==> config.mk <==
export PLATFORM = sky130hd
export DESIGN_NAME = pack_status_flag_logic
export DESIGN_NICKNAME = d
export VERILOG_FILES = /design/src/verilog/pack_status_pkg.sv /design/src/verilog/dir_filter.sv /design/src/verilog/pack_status_flag_logic.sv
export VERILOG_INCLUDE_DIRS = /design/src /design/src/verilog
export SDC_FILE = /design/constraint.sdc
export NUM_CORES = 1
export LEC_CHECK = 0
export CAP_MARGIN = 0
export CORE_MARGIN = 2
export CORE_UTILIZATION = 40
export DETAILED_ROUTE_END_ITERATION = 8
export DONT_BUFFER_PORTS = 1
export GPL_ROUTABILITY_DRIVEN = 0
export HOLD_SLACK_MARGIN = 0.1
export PLACE_DENSITY = 0.63
export SLEW_MARGIN = 30
export SYNTH_ARGS = -nofsm -noshare
export SYNTH_HDL_FRONTEND = slang
export SYNTH_SLANG_ARGS = --single-unit
==> constraint.sdc <==
create_clock -name clock -period 4.2 [get_ports clock]
set_input_delay 0.21 -clock clock [delete_from_list [all_inputs] [get_ports clock]]
set_output_delay 0.21 -clock clock [all_outputs]
set_load 0.01 [all_outputs]
==> src/verilog/pack_status_cfg.svh <==
// Offsets, field positions, reset values and timing for the pack status flags
// Assumes inclusion by bare name from the package and the modules
`ifndef PACK_STATUS_CFG_SVH
`define PACK_STATUS_CFG_SVH

// ----------------------------------------------------------------
// Register map
// ----------------------------------------------------------------
`define STAT2_OFS      8'h82
`define STAT3_OFS      8'h83
`define CTRL_OFS       8'h87
`define STAT2_RST      8'h00
`define STAT3_RST      8'h00
`define RD_IDLE        8'h00
`define CTRL_CMON_BIT  3
`define CTRL_LMON_BIT  4

// ----------------------------------------------------------------
// Timing
// ----------------------------------------------------------------
`define CLK_NS         5
`define TICK_NS        1000
`define TICK_CYCLES    (`TICK_NS / `CLK_NS)
`define TICK_W         8
`define FILTER_MS      2
`define FILTER_TICKS   16'h07d0
`define FILTER_W       16

`endif

==> src/verilog/pack_status_pkg.sv <==
// Types shared by the pack status flag logic and its filter
// Assumes the cfg header sits beside it on the include path
`include "pack_status_cfg.svh"

package pack_status_pkg;

  typedef enum logic [2:0] {
    PM_NORMAL, PM_IDLE, PM_DOZE, PM_SLEEP, PM_POWERDOWN
  } power_mode_t;

  typedef enum logic [1:0] {DIR_NONE, DIR_OUT, DIR_IN} dir_state_t;

  typedef struct packed {
    logic       valid;
    logic       recall;
    logic [7:0] data;
    logic [7:0] flip;
    logic       multi;
  } nv_read_t;

  typedef struct packed {
    logic dis_cmp;
    logic chg_cmp;
  } current_sense_t;

  typedef struct packed {
    logic charger_sense_input;
    logic load_sense_input;
    logic charge_overcurrent;
    logic discharge_overcurrent;
    logic discharge_short_circuit;
  } monitor_t;

  typedef struct packed {
    logic low_volt_charge;
    logic scan_idle;
    logic ecc_fail;
    logic ecc_used;
    logic outflow_direction_flag;
    logic inflow_direction_flag;
    logic charger_attached_flag;
    logic load_attached_flag;
  } status_two_t;

  typedef struct packed {
    logic rsv;
    logic sleep_state_flag;
    logic doze_state_flag;
    logic idle_state_flag;
    logic balance_undervolt_flag;
    logic cell_over_flag;
    logic cold_flag;
    logic hot_flag;
  } status_three_t;

endpackage
==> src/verilog/dir_filter.sv <==
// Continuity filter: holds once its level has stayed high for more than LIMIT ticks
// Assumes tick is a one-cycle enable from the timebase divider
`timescale 1ns/1ps
`default_nettype none
`include "pack_status_cfg.svh"

module dir_filter
  import pack_status_pkg::*;
#(
  parameter logic [`FILTER_W-1:0] LIMIT = `FILTER_TICKS
) (
  input  wire logic clock,
  input  wire logic rst_b,
  input  wire logic tick,
  input  wire logic level,
  output var  logic hold
);

  logic [`FILTER_W-1:0] cnt_r;

  // ----------------------------------------------------------------
  // Counter
  // ----------------------------------------------------------------
  // Any drop restarts the count, so only an unbroken run qualifies
  always_ff @(posedge clock or negedge rst_b) begin
    if (!rst_b) begin
      cnt_r <= '0;
      hold  <= 1'b0;
    end else if (!level) begin
      cnt_r <= '0;
      hold  <= 1'b0;
    end else if (tick && !hold) begin
      if (cnt_r == LIMIT) begin
        hold <= 1'b1;
      end else begin
        cnt_r <= cnt_r + 1'b1;
      end
    end
  end

  // ----------------------------------------------------------------
  // Checks
  // ----------------------------------------------------------------
  a_hold_late: assert property (
    @(posedge clock) disable iff (!rst_b)
    $rose(hold) |-> (cnt_r == LIMIT) && $past(level))
    else $error("filter held before its full run");

  a_drop_clears: assert property (
    @(posedge clock) disable iff (!rst_b)
    !level |=> !hold && (cnt_r == '0))
    else $error("filter kept state after level dropped");

endmodule // dir_filter

`default_nettype wire

==> src/verilog/pack_status_flag_logic.sv <==
// Pack status flags: ECC results, current direction, attach latches, modes
// Assumes inputs synchronous to clock and a one-cycle read/write strobe port
//
// Overview of operation
// - Error-free nonvolatile read clears both ECC flags.
// - Single-bit error corrected, sets corrected flag, fail flag stays 0.
// - Multi-bit error sets fail flag, corrected flag 0, data invalid.
// - Recall corrects single-bit errors; multi-bit errors keep config.
// - Recall must end with clean ECC flags before operation is enabled; only the fail flag is checked, corrected flag may be set.
// - ECC flags self-clear on the next clean read.
// - Outflow flag needs discharge comparator high unbroken for over 2ms.
// - Inflow flag needs sense below negative threshold for over 2ms.
// - Outflow clears after 2ms continuous of charge or no current.
// - Charger flag sets on charge overcurrent while charger connected.
// - No override: charger flag follows charger sense, clears when low.
// - Override: charger flag clears on status two read after sense drop.
// - Charger detection wakes device from powerdown or sleep.
// - Load flag sets on discharge overcurrent or short, load connected.
// - No override: load flag stays while sense low, clears when high.
// - Override: load flag clears on status two read after sense rose.
// - Load detection wakes from sleep; powerdown wake may hold FETs off.
// - Sleep flag set in sleep; cleared by reset, charger rise, load fall.
// - Doze and idle flags follow their modes.
// - All mode flags 0 is normal; powerdown silent, regulator off.
// - Balance undervolt flag set when all cells below minimum, else clear.
//
// Local design decision: the address-and-strobe port.
`timescale 1ns/1ps
`default_nettype none
`include "pack_status_cfg.svh"

module pack_status_flag_logic
  import pack_status_pkg::*;
#(
  parameter logic [`FILTER_W-1:0] FILTER_TICKS = `FILTER_TICKS
) (
  input  wire logic           clock,
  input  wire logic           rst_b,
  input  wire logic [7:0]     addr,
  input  wire logic [7:0]     wr_data,
  input  wire logic           wr_en,
  input  wire logic           rd_en,
  output var  logic [7:0]     rd_data,
  input  wire nv_read_t       nv_rd,
  input  wire logic           recall_done,
  output var  logic [7:0]     nv_data,
  output var  logic           nv_data_ok,
  output var  logic           cfg_wr,
  output var  logic           run_enable,
  input  wire current_sense_t dir_in,
  input  wire monitor_t       mon,
  input  wire logic [7:0]     cell_below_min,
  input  wire power_mode_t    power_mode,
  output var  logic           wake_req,
  output var  logic           fet_hold_off,
  output var  logic           regulator_on
);

  // ----------------------------------------------------------------
  // Helpers
  // ----------------------------------------------------------------
  // Returns {fail, used} for one read
  function automatic logic [1:0] ecc_class(input logic [7:0] flip,
                                           input logic       multi);
    logic single;
    single = (flip != 8'h00) && ((flip & 8'(flip - 8'h01)) == 8'h00);
    if (multi || ((flip != 8'h00) && !single)) begin
      ecc_class = 2'b10;
    end else if (single) begin
      ecc_class = 2'b01;
    end else begin
      ecc_class = 2'b00;
    end
  endfunction

  function automatic logic hit(input logic [7:0] a, input logic [7:0] ofs);
    hit = (a == ofs);
  endfunction

  // ----------------------------------------------------------------
  // State
  // ----------------------------------------------------------------
  logic [7:0]      rd_data_r;
  logic [7:0]      nv_data_r;
  logic            nv_ok_r;
  logic            cfg_wr_r;
  logic            run_r;
  logic            recall_bad_r;
  logic            ecc_used_r;
  logic            ecc_fail_r;
  dir_state_t      dir_r;
  dir_state_t      dir_nxt;
  logic            ch_flag_r;
  logic            ld_flag_r;
  logic            cmon_ovr_r;
  logic            lmon_ovr_r;
  logic            ch_sense_d_r;
  logic            ld_sense_d_r;
  power_mode_t     mode_d_r;
  logic            sleep_r;
  logic            balance_undervolt_flag_r;
  logic            wake_r;
  logic            fet_hold_r;
  logic            reg_on_r;
  logic [`TICK_W-1:0] tick_cnt_r;
  logic            tick_r;
  logic [3:0]      held;
  logic [3:0]      f_level;
  logic [1:0]      cls;
  logic            live;
  logic            st2_rd;
  logic            ch_set;
  logic            ld_set;
  logic            ch_rise;
  logic            ld_fall;
  status_two_t     st2;
  status_three_t   st3;

  assign rd_data      = rd_data_r;
  assign nv_data      = nv_data_r;
  assign nv_data_ok   = nv_ok_r;
  assign cfg_wr       = cfg_wr_r;
  assign run_enable   = run_r;
  assign wake_req     = wake_r;
  assign fet_hold_off = fet_hold_r;
  assign regulator_on = reg_on_r;

  assign cls     = ecc_class(nv_rd.flip, nv_rd.multi);
  assign live    = (power_mode != PM_POWERDOWN);
  assign st2_rd  = rd_en && live && hit(addr, `STAT2_OFS);
  assign ch_set  = mon.charge_overcurrent && mon.charger_sense_input;
  assign ld_set  = (mon.discharge_overcurrent ||
                    mon.discharge_short_circuit) && !mon.load_sense_input;
  assign ch_rise = mon.charger_sense_input && !ch_sense_d_r;
  assign ld_fall = !mon.load_sense_input && ld_sense_d_r;

  // ----------------------------------------------------------------
  // ECC result flags and corrected data
  // ----------------------------------------------------------------
  always_ff @(posedge clock or negedge rst_b) begin
    if (!rst_b) begin
      ecc_used_r <= 1'b0;
      ecc_fail_r <= 1'b0;
      nv_data_r  <= 8'h00;
      nv_ok_r    <= 1'b0;
    end else if (nv_rd.valid) begin
      ecc_used_r <= cls[0];
      ecc_fail_r <= cls[1];
      nv_data_r  <= cls[1] ? nv_rd.data : (nv_rd.data ^ nv_rd.flip);
      nv_ok_r    <= !cls[1];
    end
  end

  // ----------------------------------------------------------------
  // Power-on recall
  // ----------------------------------------------------------------
  // A failed word suppresses the write so the config keeps its old value
  always_ff @(posedge clock or negedge rst_b) begin
    if (!rst_b) begin
      cfg_wr_r     <= 1'b0;
      recall_bad_r <= 1'b0;
      run_r        <= 1'b0;
    end else begin
      cfg_wr_r <= nv_rd.valid && nv_rd.recall && !cls[1];
      if (nv_rd.valid && nv_rd.recall && cls[1]) begin
        recall_bad_r <= 1'b1;
      end
      // Limitation: a bad recall keeps operation off until the next reset
      if (recall_done && !recall_bad_r && !ecc_fail_r) begin
        run_r <= 1'b1;
      end
    end
  end

  // ----------------------------------------------------------------
  // Timebase and direction filters
  // ----------------------------------------------------------------
  always_ff @(posedge clock or negedge rst_b) begin
    if (!rst_b) begin
      tick_cnt_r <= '0;
      tick_r     <= 1'b0;
    end else if (tick_cnt_r == `TICK_W'(`TICK_CYCLES - 1)) begin
      tick_cnt_r <= '0;
      tick_r     <= 1'b1;
    end else begin
      tick_cnt_r <= tick_cnt_r + 1'b1;
      tick_r     <= 1'b0;
    end
  end

  assign f_level = {!dir_in.chg_cmp, !dir_in.dis_cmp,
                    dir_in.chg_cmp, dir_in.dis_cmp};

  genvar gi;
  generate
    for (gi = 0; gi < 4; gi++) begin : g_filt
      dir_filter #(
        .LIMIT (FILTER_TICKS)
      ) u_filt (
        .clock (clock),
        .rst_b (rst_b),
        .tick  (tick_r),
        .level (f_level[gi]),
        .hold  (held[gi])
      );
    end
  endgenerate

  always_comb begin
    dir_nxt = dir_r;
    case (dir_r)
      DIR_NONE: begin
        if (held[0]) begin
          dir_nxt = DIR_OUT;
        end else if (held[1]) begin
          dir_nxt = DIR_IN;
        end
      end
      DIR_OUT: begin
        if (held[2]) begin
          dir_nxt = held[1] ? DIR_IN : DIR_NONE;
        end
      end
      DIR_IN: begin
        if (held[3]) begin
          dir_nxt = held[0] ? DIR_OUT : DIR_NONE;
        end
      end
      default: dir_nxt = DIR_NONE;
    endcase
  end

  always_ff @(posedge clock or negedge rst_b) begin
    if (!rst_b) begin
      dir_r <= DIR_NONE;
    end else begin
      dir_r <= dir_nxt;
    end
  end

  // ----------------------------------------------------------------
  // Charger and load attach latches
  // ----------------------------------------------------------------
  // Set wins over clear so a detection in a clearing read is kept
  always_ff @(posedge clock or negedge rst_b) begin
    if (!rst_b) begin
      ch_flag_r <= 1'b0;
    end else if (ch_set) begin
      ch_flag_r <= 1'b1;
    end else if (!mon.charger_sense_input && (!cmon_ovr_r || st2_rd)) begin
      ch_flag_r <= 1'b0;
    end
  end

  always_ff @(posedge clock or negedge rst_b) begin
    if (!rst_b) begin
      ld_flag_r <= 1'b0;
    end else if (ld_set) begin
      ld_flag_r <= 1'b1;
    end else if (mon.load_sense_input && (!lmon_ovr_r || st2_rd)) begin
      ld_flag_r <= 1'b0;
    end
  end

  // ----------------------------------------------------------------
  // Wake requests
  // ----------------------------------------------------------------
  always_ff @(posedge clock or negedge rst_b) begin
    if (!rst_b) begin
      wake_r     <= 1'b0;
      fet_hold_r <= 1'b0;
    end else begin
      wake_r <= (ch_set && ((power_mode == PM_SLEEP) ||
                            (power_mode == PM_POWERDOWN))) ||
                (ld_set && (power_mode == PM_SLEEP));
      if (ld_set && (power_mode == PM_POWERDOWN)) begin
        fet_hold_r <= 1'b1;
      end else if (!ld_flag_r) begin
        fet_hold_r <= 1'b0;
      end
    end
  end

  // ----------------------------------------------------------------
  // Mode indicators and balance undervoltage
  // ----------------------------------------------------------------
  always_ff @(posedge clock or negedge rst_b) begin
    if (!rst_b) begin
      ch_sense_d_r <= 1'b0;
      ld_sense_d_r <= 1'b1;
      mode_d_r     <= PM_NORMAL;
      sleep_r      <= 1'b0;
      balance_undervolt_flag_r       <= 1'b0;
      reg_on_r     <= 1'b0;
    end else begin
      ch_sense_d_r <= mon.charger_sense_input;
      ld_sense_d_r <= mon.load_sense_input;
      mode_d_r     <= power_mode;
      // Flag arms on sleep entry; wake edges drop it at once
      if (ch_rise || ld_fall || (power_mode != PM_SLEEP)) begin
        sleep_r <= 1'b0;
      end else if (mode_d_r != PM_SLEEP) begin
        sleep_r <= 1'b1;
      end
      balance_undervolt_flag_r   <= &cell_below_min;
      reg_on_r <= live;
    end
  end

  // ----------------------------------------------------------------
  // Register port
  // ----------------------------------------------------------------
  always_comb begin
    st2 = status_two_t'(`STAT2_RST);
    st2.ecc_fail               = ecc_fail_r;
    st2.ecc_used               = ecc_used_r;
    st2.outflow_direction_flag = (dir_r == DIR_OUT);
    st2.inflow_direction_flag  = (dir_r == DIR_IN);
    st2.charger_attached_flag  = ch_flag_r;
    st2.load_attached_flag     = ld_flag_r;
    st3 = status_three_t'(`STAT3_RST);
    st3.sleep_state_flag       = sleep_r;
    st3.doze_state_flag        = (power_mode == PM_DOZE);
    st3.idle_state_flag        = (power_mode == PM_IDLE);
    st3.balance_undervolt_flag = balance_undervolt_flag_r;
  end

  // Only the override register accepts writes; status offsets drop them
  always_ff @(posedge clock or negedge rst_b) begin
    if (!rst_b) begin
      cmon_ovr_r <= 1'b0;
      lmon_ovr_r <= 1'b0;
    end else if (wr_en && live && hit(addr, `CTRL_OFS)) begin
      cmon_ovr_r <= wr_data[`CTRL_CMON_BIT];
      lmon_ovr_r <= wr_data[`CTRL_LMON_BIT];
    end
  end

  always_ff @(posedge clock or negedge rst_b) begin
    if (!rst_b) begin
      rd_data_r <= `RD_IDLE;
    end else begin
      rd_data_r <= `RD_IDLE;
      if (rd_en && live) begin
        case (addr)
          `STAT2_OFS: rd_data_r <= st2;
          `STAT3_OFS: rd_data_r <= st3;
          `CTRL_OFS: begin
            rd_data_r[`CTRL_CMON_BIT] <= cmon_ovr_r;
            rd_data_r[`CTRL_LMON_BIT] <= lmon_ovr_r;
          end
          default: rd_data_r <= `RD_IDLE;
        endcase
      end
    end
  end

  // ----------------------------------------------------------------
  // Checks
  // ----------------------------------------------------------------
  a_ecc_clean: assert property (
    @(posedge clock) disable iff (!rst_b)
    nv_rd.valid && !nv_rd.multi && (nv_rd.flip == 8'h00)
    |=> !ecc_used_r && !ecc_fail_r && nv_ok_r)
    else $error("clean read left an ECC flag set");

  a_ecc_single: assert property (
    @(posedge clock) disable iff (!rst_b)
    nv_rd.valid && !nv_rd.multi && $onehot(nv_rd.flip)
    |=> ecc_used_r && !ecc_fail_r
        && (nv_data_r == ($past(nv_rd.data) ^ $past(nv_rd.flip))))
    else $error("single-bit error not corrected");

  a_ecc_multi: assert property (
    @(posedge clock) disable iff (!rst_b)
    nv_rd.valid && (nv_rd.multi || ($countones(nv_rd.flip) > 1))
    |=> ecc_fail_r && !ecc_used_r && !nv_ok_r)
    else $error("multi-bit error not flagged");

  a_recall_keep: assert property (
    @(posedge clock) disable iff (!rst_b)
    nv_rd.valid && nv_rd.recall
    && (nv_rd.multi || ($countones(nv_rd.flip) > 1))
    |=> !cfg_wr_r && recall_bad_r)
    else $error("failed recall word reached config");

  a_run_gate: assert property (
    @(posedge clock) disable iff (!rst_b)
    $rose(run_r) |-> $past(recall_done) && !$past(ecc_fail_r))
    else $error("operation started without a clean recall");

  a_dir_out: assert property (
    @(posedge clock) disable iff (!rst_b)
    (dir_r != DIR_OUT) ##1 (dir_r == DIR_OUT)
    |-> $past(held[0]) && $past(dir_in.dis_cmp))
    else $error("outflow set without full filter run");

  a_dir_leave: assert property (
    @(posedge clock) disable iff (!rst_b)
    (dir_r == DIR_OUT) && dir_in.dis_cmp |=> (dir_r == DIR_OUT))
    else $error("outflow dropped while discharge persists");

  a_ch_auto: assert property (
    @(posedge clock) disable iff (!rst_b)
    !cmon_ovr_r && !mon.charger_sense_input |=> !ch_flag_r)
    else $error("charger flag stayed with sense low");

  a_ch_hold: assert property (
    @(posedge clock) disable iff (!rst_b)
    cmon_ovr_r && ch_flag_r && !st2_rd |=> ch_flag_r)
    else $error("charger flag cleared without a read");

  a_ld_auto: assert property (
    @(posedge clock) disable iff (!rst_b)
    !lmon_ovr_r && mon.load_sense_input |=> !ld_flag_r)
    else $error("load flag stayed with sense high");

  a_ld_hold: assert property (
    @(posedge clock) disable iff (!rst_b)
    lmon_ovr_r && ld_flag_r && !st2_rd |=> ld_flag_r)
    else $error("load flag cleared without a read");

  a_sleep_drop: assert property (
    @(posedge clock) disable iff (!rst_b)
    ch_rise || ld_fall |=> !sleep_r)
    else $error("sleep flag survived a wake edge");

  a_pd_silent: assert property (
    @(posedge clock) disable iff (!rst_b)
    rd_en && (power_mode == PM_POWERDOWN)
    |=> (rd_data_r == `RD_IDLE) && !reg_on_r)
    else $error("powerdown answered a read");

endmodule // pack_status_flag_logic

`default_nettype wire

==> flow_summary.yaml, run 1 <==
outcome:
  status: "complete, no violations"
critical_path:
  r2r_slack_ps: 2090
  max_stage_delay_ps: 580
  startpoint_type: "input port"
  path_buf_inv: 2
  cp_slowest_cell: "dlygate4sd3_1"
  path_class: "input port to flip-flop"
  path_delay_family: "buffers and inverters"
  critPathRequiredTime_ps: 4540
  cp-end-kind: "flip-flop"
  cp_max_fo: 10
  r2r-end: "g_filt[2].u_filt.cnt_r[15]$_DFFE_PN0P_"
  crit_chain: "or4_4 -> a2111oi_4 -> o211a_1 -> nand3b_1 -> dlygate4sd3_1 -> a31oi_1 -> dlygate4sd3_1"
  crit_arrival_ps: 2900
  rr_startpoint: "tick_r$_DFF_PN0_"
  cpMostUsedCell: "dlygate4sd3_1"
  ff2ff_path_depth: 5
synthesis:
  ys.flop_type: "dfrtp_1"
  synth_nets: 632
  syn_area_per_cell_sq_um: 10.1
  synth_edf_count: 0
  synthCells: 565
  syn_area_sq_um: 5710
  yosys_warnings: 0
  ys_seq_elements: 114
  synthDistinctLibCells: 63
  async_flop_share: 1.00
  seq_area_frac_synth: 0.499
cts:
  cts_resized: 0
  root_buffer: "clkbuf_16"
  clk_pin_slew_ps: 50
  h-tree-depth: 4
  cts_setup_buffers: 0
  cts_buffer_depth: 2
  clock_sinks: 114
  cts_buffers: 17
  worstSkewPairLatency_ps: 410
  hold_buffers: 43
  cts_tree: "built"
finish:
  nFillCells: 1218
  stdcell_area_sq_um: 6900
  mostFrequentLayoutCell: "dfrtp_1"
  layout-drive-gt1-share: 0.0865
  areaGrowthSynthToFinish_pct: 20.7
  final_cell_mix: "dfrtp_1, nor2_1, dlygate4sd3_1, xnor2_1"
  multi_input_area_sq_um: 2700
  ff_latch_area_sq_um: 2850
  antennaDiodeCount: 0
  fin_nets: 678
pwr:
  power_per_cell_area_nw_per_um2: 383
  pwr-share-clk: 0.529
  p_int_uw: 2040
  max-vdd-ir-drop_mv: 0.264
  combinationalPowerShare: 0.041
  seqPwrFrac: 0.430
  switchingPower_uw: 600
  p_total_uw: 2640
  p_sw_frac: 0.227
  p_leak_uw: 0.00285
min_path:
  hold_end: "sleep_r$_DFFE_PN0P_"
  hp-class: "input port to flip-flop"
  hp-start: "mon[4]"
  holdPathStages: 3
placed_design:
  io_buffer_count: 0
  place_ws_ps: 2110
  place_area_sq_um: 5860
  hpwl_um: 7640
global_route:
  antenna_found_initial: 0
  gr-total-overflow: 0
  grt.total_usage: 0.164
  grt_pass1_wl_um: 20000
  grt_max_degree: 115
  grt_pass1_vias: 4323
sta:
  worst_clock_skew_ps: 10.1
  worstMarginPinSlew_ps: 739
  fmax_mhz: 391
  timing.hold.ws_ps: 113
  rsz0062_at_grt: "no"
  slew_headroom: 0.506
  hold_viol_final: 0
  period_share: 0.610
  drv_slew: 0
  setup_tns_ps: 0
  min_period_ps: 2560
  finalSetupViolations: 0
  setup_ws_ps: 1640
drt:
  ant_nets: 0
  routed_via_density: 5.26
  wl_um: 11900
  first_iter_violations: 314
  drc: 0
  via_count: 4230
  dr.pass1.iters: 5
  avgRoutedWirePerCell_um: 14.8
floorplan:
  die_w_um: 124
  core_sq_um: 13900
  rows: 43
  start_util: 0.410
  boundaryPins: 80
  die_h_um: 124
  dieArea_sq_um: 15300
job:
  drv_cap: 0
final cells by class:
cell class | count | area share
Timing Repair Buffer | 43 | 0.0635
Tap cell | 180 | 0.0327
Inverter | 25 | 0.0136
Sequential cell | 114 | 0.414
Clock inverter | 15 | 0.0234
Multi-Input combinational cell | 410 | 0.391
Clock buffer | 17 | 0.0617
cells in the mapped netlist (3+ instances only):
| library cell | number | area [sq um] |
|---|---|---|
| and3_1 | 8 | 50.1 |
| nor2b_1 | 10 | 62.6 |
| a31oi_1 | 3 | 18.8 |
| xnor2_1 | 39 | 342 |
| clkbuf_1 | 11 | 41.3 |
| a21bo_2 | 3 | 30.0 |
| inv_1 | 25 | 93.8 |
| nand2b_1 | 6 | 37.5 |
| o31ai_1 | 3 | 22.5 |
| mux2i_1 | 3 | 30.0 |
| or3_1 | 8 | 50.1 |
| nor4_1 | 10 | 62.6 |
| nand4_1 | 22 | 138 |
| o21ai_0 | 15 | 75.1 |
| mux2_2 | 4 | 45.0 |
| nand2_1 | 30 | 113 |
| or4_1 | 4 | 30.0 |
| nor2_1 | 55 | 206 |
| nand4b_1 | 3 | 26.3 |
| xor2_1 | 22 | 193 |
| nor3_1 | 18 | 90.1 |
| nand3b_1 | 8 | 60.1 |
| a21oi_1 | 21 | 105 |
| dfrtp_1 | 113 | 2830 |
| nor4b_1 | 8 | 70.1 |
| and2_1 | 30 | 188 |
| ha_1 | 9 | 113 |
| nand3_1 | 20 | 100 |
| a21boi_0 | 4 | 30.0 |
| and4_1 | 7 | 61.3 |
| o22ai_1 | 4 | 25.0 |
| buf_2 | 3 | 15.0 |
state kept, by name, summed over array words and instances, names as in the netlist, 2 cells and up:
signal,count
tick_cnt_r,8
g_filt.u_filt.hold,4
mode_d_r,3
nv_data,8
rd_data,7
g_filt.u_filt.cnt_r,64
dir_r,2
how the worst max path moves through the flow:
| stage | start | endpoint | slack [ps] | cells after the start |
|---|---|---|---|---|
| floorplan | g_filt[0].u_filt.cnt_r[0]$_DFFE_PN0P_ | g_filt[0].u_filt.cnt_r[0]$_DFFE_PN0P_ | 2360 | 7 |
| global placement | tick_r$_DFF_PN0_ | g_filt[2].u_filt.cnt_r[15]$_DFFE_PN0P_ | 2150 | 5 |
| detailed placement | tick_r$_DFF_PN0_ | g_filt[2].u_filt.cnt_r[15]$_DFFE_PN0P_ | 2110 | 5 |
| CTS | nv_rd[1] | nv_data[0]$_DFFE_PN0P_ | 1690 | 7 |
| global route | nv_rd[1] | nv_data[0]$_DFFE_PN0P_ | 1520 | 7 |
| finish | nv_rd[1] | nv_data[0]$_DFFE_PN0P_ | 1640 | 7 |
power groups by stage:
stage / clock, uW / combinational (uW) / sequential, uW
after floorplan: 0 / 46.0 / 1150
after global placement: 0 / 39.4 / 1150
after detailed placement: 0 / 40.9 / 1150
after CTS: 1420 / 110 / 1140
after global routing: 1480 / 122 / 1140
final: 1400 / 109 / 1140
metal layers:
layer,vias to the layer above,share of wire,global-route usage
li1,2097,-,-
met1,2054,0.46,0.213
met2,70,0.50,0.260
met3,9,0.034,0.0470
met4,0,0.0070,0.0632
met5,-,0,0
stage by stage:
step / cells / util
floorplan: 565 / -
global placement: 729 / 0.421
detailed placement: 729 / 0.421
CTS: 804 / 0.495
global route: 804 / 0.495
finish: 804 / 0.495
cell families (layout without fill, tap and decap cells):
group                      Yosys count  after routing  synth area share
AOI/OAI and AO/OA                   70             70            0.0825
other                                1              1          0.000656
muxes                                7              7            0.0131
buffers and inverters               41            100            0.0296
xor gates and xnor gates            61             61            0.0935
DFF                                114            114             0.499
adders and majority gates           10             10            0.0215
and+or+nand+nor                    261            261             0.260
worst reg2reg max path, delay by kind of cell (launching register included):
kind / cells / cell delay (ps)
flops: 1 / 570
simple gates: 4 / 1250
xor+xnor: 1 / 160
No activity file was read; power rests on OpenSTA's default activity.
==> run 2, diff against run 1 <==
PLACE_DENSITY = 0.65   (was 0.63)
clock period = 2.3 ns   (was 4.2 ns; I/O delays follow)
==> run 2 against run 1 <==
  * The flow now finishes with violations (negative hold slack)
  * Hold slack worse by 700 ps
  * Sequential share of layout area is 0.64 points lower
  * Clock skew is 1.5 ps higher
  * Register-to-register slack worse by 1800 ps
  * Via count is 2.7% higher
  * Sequential power is 82% higher
  * Combinational power is 52% higher
  * Sequential cell count stayed put
  * Non-clock buffer count is 8 higher
  * First-iteration DRC count is 7.0% higher
  * Critical path type unchanged
  * Largest power group unchanged
  * Highest routed layer unchanged
==> flow_summary.yaml, run 2 (synthesis gave the netlist of run 1 again) <==
min_path:
  hp-class: "input port to async pin"
finish:
  fin_cells: 812
  largest_reg_flops: 64
  nFillCells: 1225
  mostFrequentLayoutCell: "dfrtp_1"
  fin_nets: 686
  areaGrowthSynthToFinish_pct: 22.6
  layout-drive-gt1-share: 0.0807
  antennaDiodeCount: 0
  top_register: "g_filt.u_filt.cnt_r"
  final_cell_mix: "dfrtp_1, nor2_1, dlygate4sd3_1, xnor2_1"
cts:
  cts_resized: 0
  cts_tree: "built"
  cts_buffer_depth: 2
  clk_pin_slew_ps: 50
  cts_setup_buffers: 0
  cts_buffers: 17
  hold_buffers: 48
  clock_sinks: 114
  worstSkewPairLatency_ps: 410
  root_buffer: "clkbuf_16"
  h-tree-depth: 4
global_route:
  grt_pass1_wl_um: 20500
  grt_max_degree: 115
  gr-total-overflow: 0
  grt.total_usage: 0.169
  antenna_found_initial: 0
  grt_pass1_vias: 4479
sta:
  min_period_ps: 2170
  rsz0062_at_grt: "no"
  setup_tns_ps: 0
  timing.hold.ws_ps: -585
  hold_viol_final: 114
  drv_slew: 0
  fmax_mhz: 462
  worst_clock_skew_ps: 11.6
  finalSetupViolations: 0
  period_share: 0.942
  worstMarginPinSlew_ps: 781
  slew_headroom: 0.477
outcome:
  failed_checks: "negative hold slack"
  status: "complete, but fails checks"
floorplan:
  boundaryPins: 80
  start_util: 0.410
  die_w_um: 124
  core_sq_um: 13900
  dieArea_sq_um: 15300
  rows: 43
  die_h_um: 124
drt:
  drc: 0
  avgRoutedWirePerCell_um: 14.7
  routed_via_density: 5.35
  dr.pass1.iters: 5
  first_iter_violations: 336
  wl_um: 11900
  ant_nets: 0
  via_count: 4346
critical_path:
  path_class: "input port to flip-flop"
  cp_max_fo: 10
  critPathRequiredTime_ps: 2620
  startpoint_type: "input port"
  crit_arrival_ps: 2490
  cp-end-kind: "flip-flop"
pwr:
  power_per_cell_area_nw_per_um2: 729
  p_leak_uw: 0.00291
  max-vdd-ir-drop_mv: 0.576
job:
  drv_cap: 0
placed_design:
  io_buffer_count: 0
  hpwl_um: 7500
  dp.cells: 732
[run 2: changes by cell type in the layout (fill, tap and decap cells not counted), moves of 2 or more]
cell           change
buf_4              +3
bufinv_16          +3
clkbuf_1           +4
clkbuf_8           +2
clkinv_4           -6
dlygate4sd3_1      +6
[run 2: stage by stage]
step	cell area (sq um)	hold slack (ps)	util	setup WS [ps]	total power [uW]
after floorplan	5710	-181	-	455	2180
after global placement	5890	-175	0.422	313	2180
after detailed placement	5890	-175	0.422	246	2180
after CTS	7010	-607	0.503	176	5150
after global routing	7000	-621	0.503	5.65	5280
final	7000	-585	0.503	134	5100
[run 2: power by group]
part	total (uW)	switching, uW	internal, uW	leakage, uW
clock	2860	886	1980	0.000304
combinational	166	78.3	87.9	0.00108
sequential	2070	32.5	2040	0.00152
[run 2: final timing paths]
check	start	to	slack (ps)	depth (start not counted)
max in group asynchronous	rst_b	nv_data[2]$_DFFE_PN0P_	2630	0
worst max-delay path	nv_rd[1]	nv_data[0]$_DFFE_PN0P_	130	6
worst min-delay path	rst_b	g_filt[1].u_filt.cnt_r[12]$_DFFE_PN0P_	-590	0
worst min register to register	recall_bad_r$_DFFE_PN0P_	recall_bad_r$_DFFE_PN0P_	500	1
min in group clock	addr[1]	rd_data[5]$_DFF_PN0_	130	2
worst max register to register	g_filt[0].u_filt.cnt_r[0]$_DFFE_PN0P_	g_filt[0].u_filt.cnt_r[4]$_DFFE_PN0P_	250	7
[run 2: layout make-up]
cell class	count	area, sq um	share of cell area
clock inverters	9	178	0.0254
inverters	25	93.8	0.0134
well taps	180	225	0.0322
flip-flops and latches	114	2850	0.408
repair buffers	51	493	0.0704
clock buffers	23	468	0.0668
multi-input cells	410	2690	0.384
[run 2: per-layer routing]
metal  share of wire  wire [um]  up-vias  global-route usage
met2            0.50       6000       90               0.276
met5               0          0        -                   0
met3           0.033        399       18              0.0507
li1                -          -     2111                   -
met4           0.017        203        0              0.0625
met1            0.45       5310     2127               0.210
[run 2: critical path, cell delays in order]
cell and delay, ps:
dlygate4sd3_1 600, o31ai_1 460, o211a_1 440, nand3b_1 130, dlygate4sd3_1 570, a31oi_1 170
==> run 3, diff against run 2 <==
ABC_AREA = 1   (was default)
==> run 3 against run 2 <==
  * The run still ends with negative hold slack left
  * Synthesized area rose by 14%
  * Clock-buffer cell count fell by 4
  * Utilization fell by 0.53 points
  * Critical endpoint is now rd_data[5]$_DFF_PN0_
  * Critical path type unchanged
  * Largest power group unchanged
==> flow_summary.yaml, run 3 <==
synthesis:
  yosys-mux-area-fraction: 0
  synth-xor-area-share: 0.0459
  yosysMostFrequentCell: "nand2_1"
  synth_nets: 931
  synthDistinctLibCells: 35
  ys.flop_type: "dfrtp_1"
  synth_top_area_cell: "dfrtp_1"
  synth_top_family_by_area: "simple AND/OR/NAND/NOR gates"
  yosys_warnings: 0
  synthCells: 864
  synth_top_area_share: 0.436
  synthAdderAreaFrac: 0.0174
  ys_seq_elements: 114
  synth_edf_count: 0
  syn_area_sq_um: 6490
  async_flop_share: 1.00
  synthTopCellsByCount: "nand2_1, dfrtp_1, inv_1"
  synth-compound-area-share: 0.0949
  synthTopCellsByArea: "dfrtp_1, nand2_1, nand3_1, inv_1, nor2_1"
  seq_area_frac_synth: 0.440
  syn_area_per_cell_sq_um: 7.51
  synth-simple-area-share: 0.331
pwr:
  seqPwrFrac: 0.397
  switchingPower_uw: 1190
  max-vdd-ir-drop_mv: 0.571
  p_sw_frac: 0.224
  p_int_uw: 4140
  power_per_cell_area_nw_per_um2: 675
  combinationalPowerShare: 0.058
  p_leak_uw: 0.00334
  pwr-share-clk: 0.546
floorplan:
  start_util: 0.408
  core_sq_um: 15900
  rows: 46
  die_h_um: 131
  boundaryPins: 80
  die_w_um: 131
  dieArea_sq_um: 17300
global_route:
  grt_pass1_wl_um: 26700
  grt_pass1_vias: 5716
  antenna_found_initial: 0
  grt.total_usage: 0.186
  gr-total-overflow: 0
  grt_max_degree: 115
critical_path:
  critPathLaunch: "power_mode[0]"
  critPathRequiredTime_ps: 2600
  startpoint_type: "input port"
  crit_arrival_ps: 2460
  r2r_slack_ps: 480
  cp_max_fo: 5
  ff2ff_path_depth: 7
  rr_startpoint: "g_filt[3].u_filt.cnt_r[0]$_DFFE_PN0P_"
  cp-end-kind: "flip-flop"
  path_class: "input port to flip-flop"
  r2r-end: "g_filt[3].u_filt.cnt_r[13]$_DFFE_PN0P_"
drt:
  dr.pass1.iters: 8
  drc: 0
  routed_via_density: 5.15
  avgRoutedWirePerCell_um: 13.3
  wl_um: 15400
  ant_nets: 0
  via_count: 5948
  first_iter_violations: 457
finish:
  final_util: 0.497
  areaGrowthSynthToFinish_pct: 21.8
  antennaDiodeCount: 0
  fin_nets: 993
  top_register: "g_filt.u_filt.cnt_r"
  largest_reg_flops: 64
  final_cell_mix: "nand2_1, dfrtp_1, inv_1, nand3_1, nor2_1"
  mostFrequentLayoutCell: "nand2_1"
  nFillCells: 1534
  layout-drive-gt1-share: 0.0554
  stdcell_area_sq_um: 7900
cts:
  cts_buffers: 17
  clock_sinks: 114
  worstSkewPairLatency_ps: 410
  root_buffer: "clkbuf_16"
  clk_pin_slew_ps: 60
  cts_buffer_depth: 2
  hold_buffers: 52
  h-tree-depth: 4
  cts_tree: "built"
sta:
  worstMarginPinSlew_ps: 860
  hold_viol_final: 114
  setup_tns_ps: 0
  timing.hold.ws_ps: -603
  fmax_mhz: 461
  slew_headroom: 0.425
  rsz0062_at_grt: "no"
  worst_clock_skew_ps: 8.35
  finalSetupViolations: 0
  period_share: 0.943
  min_period_ps: 2170
  drv_slew: 0
placed_design:
  hpwl_um: 10300
  io_buffer_count: 0
  place_area_sq_um: 6710
job:
  drv_cap: 0
min_path:
  hp-class: "input port to async pin"
outcome:
  failed_checks: "negative hold slack"
  status: "complete, but fails checks"
==> run 3: cell families (layout without fill, tap and decap cells) <==
kind of cell,Yosys count,in the layout
AOI/OAI and AO/OA,104,104
xor gates and xnor gates,34,34
adders and majority gates,9,9
buffers and inverters,114,189
DFF,114,114
other,1,1
and+or+nand+nor,488,488
==> run 3: cell type report <==
class / count / area [sq um] / area share
inverter: 98 / 368 / 0.0466
sequential: 114 / 2850 / 0.361
timing repair buffer: 59 / 573 / 0.0725
tap: 216 / 270 / 0.0342
multi-input combinational: 636 / 3180 / 0.403
clock inverter: 13 / 206 / 0.0261
clock buffer: 19 / 443 / 0.0561
==> run 3: per-stage QoR <==
step	cells	total power, uW	setup WS [ps]
after detailed placement	1070	2370	447
final	1155	5330	132
after floorplan	864	2330	742
after global placement	1070	2360	493
after CTS	1154	5380	114
after global routing	1155	5540	14.8
==> run 3: power by group through the flow <==
stage | clock network, uW | logic (uW) | registers [uW]
after floorplan | 0 | 191 | 2140
after global placement | 0 | 216 | 2150
after detailed placement | 0 | 221 | 2150
after CTS | 2970 | 301 | 2110
after global routing | 3060 | 353 | 2120
final | 2910 | 308 | 2110
==> run 3: metal layers <==
layer	routed length (um)	GRT usage	vias to the layer above
met4	272	0.0719	0
li1	-	-	3013
met5	0	0	-
met1	7310	0.253	2734
met2	6900	0.283	175
met3	915	0.0517	26
==> run 3: repair_timing <==
item,CTS,global route
endpoints found under the setup margin,0,9
resized for setup,0,2
setup buffers,0,1
hold endpoints to repair,205,114
==> run 3: worst max path at each step <==
stage	end	cells after the start
after floorplan	g_filt[3].u_filt.cnt_r[0]$_DFFE_PN0P_	9
after global placement	g_filt[3].u_filt.cnt_r[13]$_DFFE_PN0P_	7
after detailed placement	g_filt[3].u_filt.cnt_r[13]$_DFFE_PN0P_	7
after CTS	rd_data[5]$_DFF_PN0_	7
after global routing	rd_data[5]$_DFF_PN0_	9
final	rd_data[5]$_DFF_PN0_	7
==> run 3: critical path, stage by stage <==
cell           delay (ps)
dlygate4sd3_1         620
nor3_2                300
nor2_1                160
nand3_1               100
dlygate4sd3_1         540
o21ai_0                60
dlygate4sd3_1         550
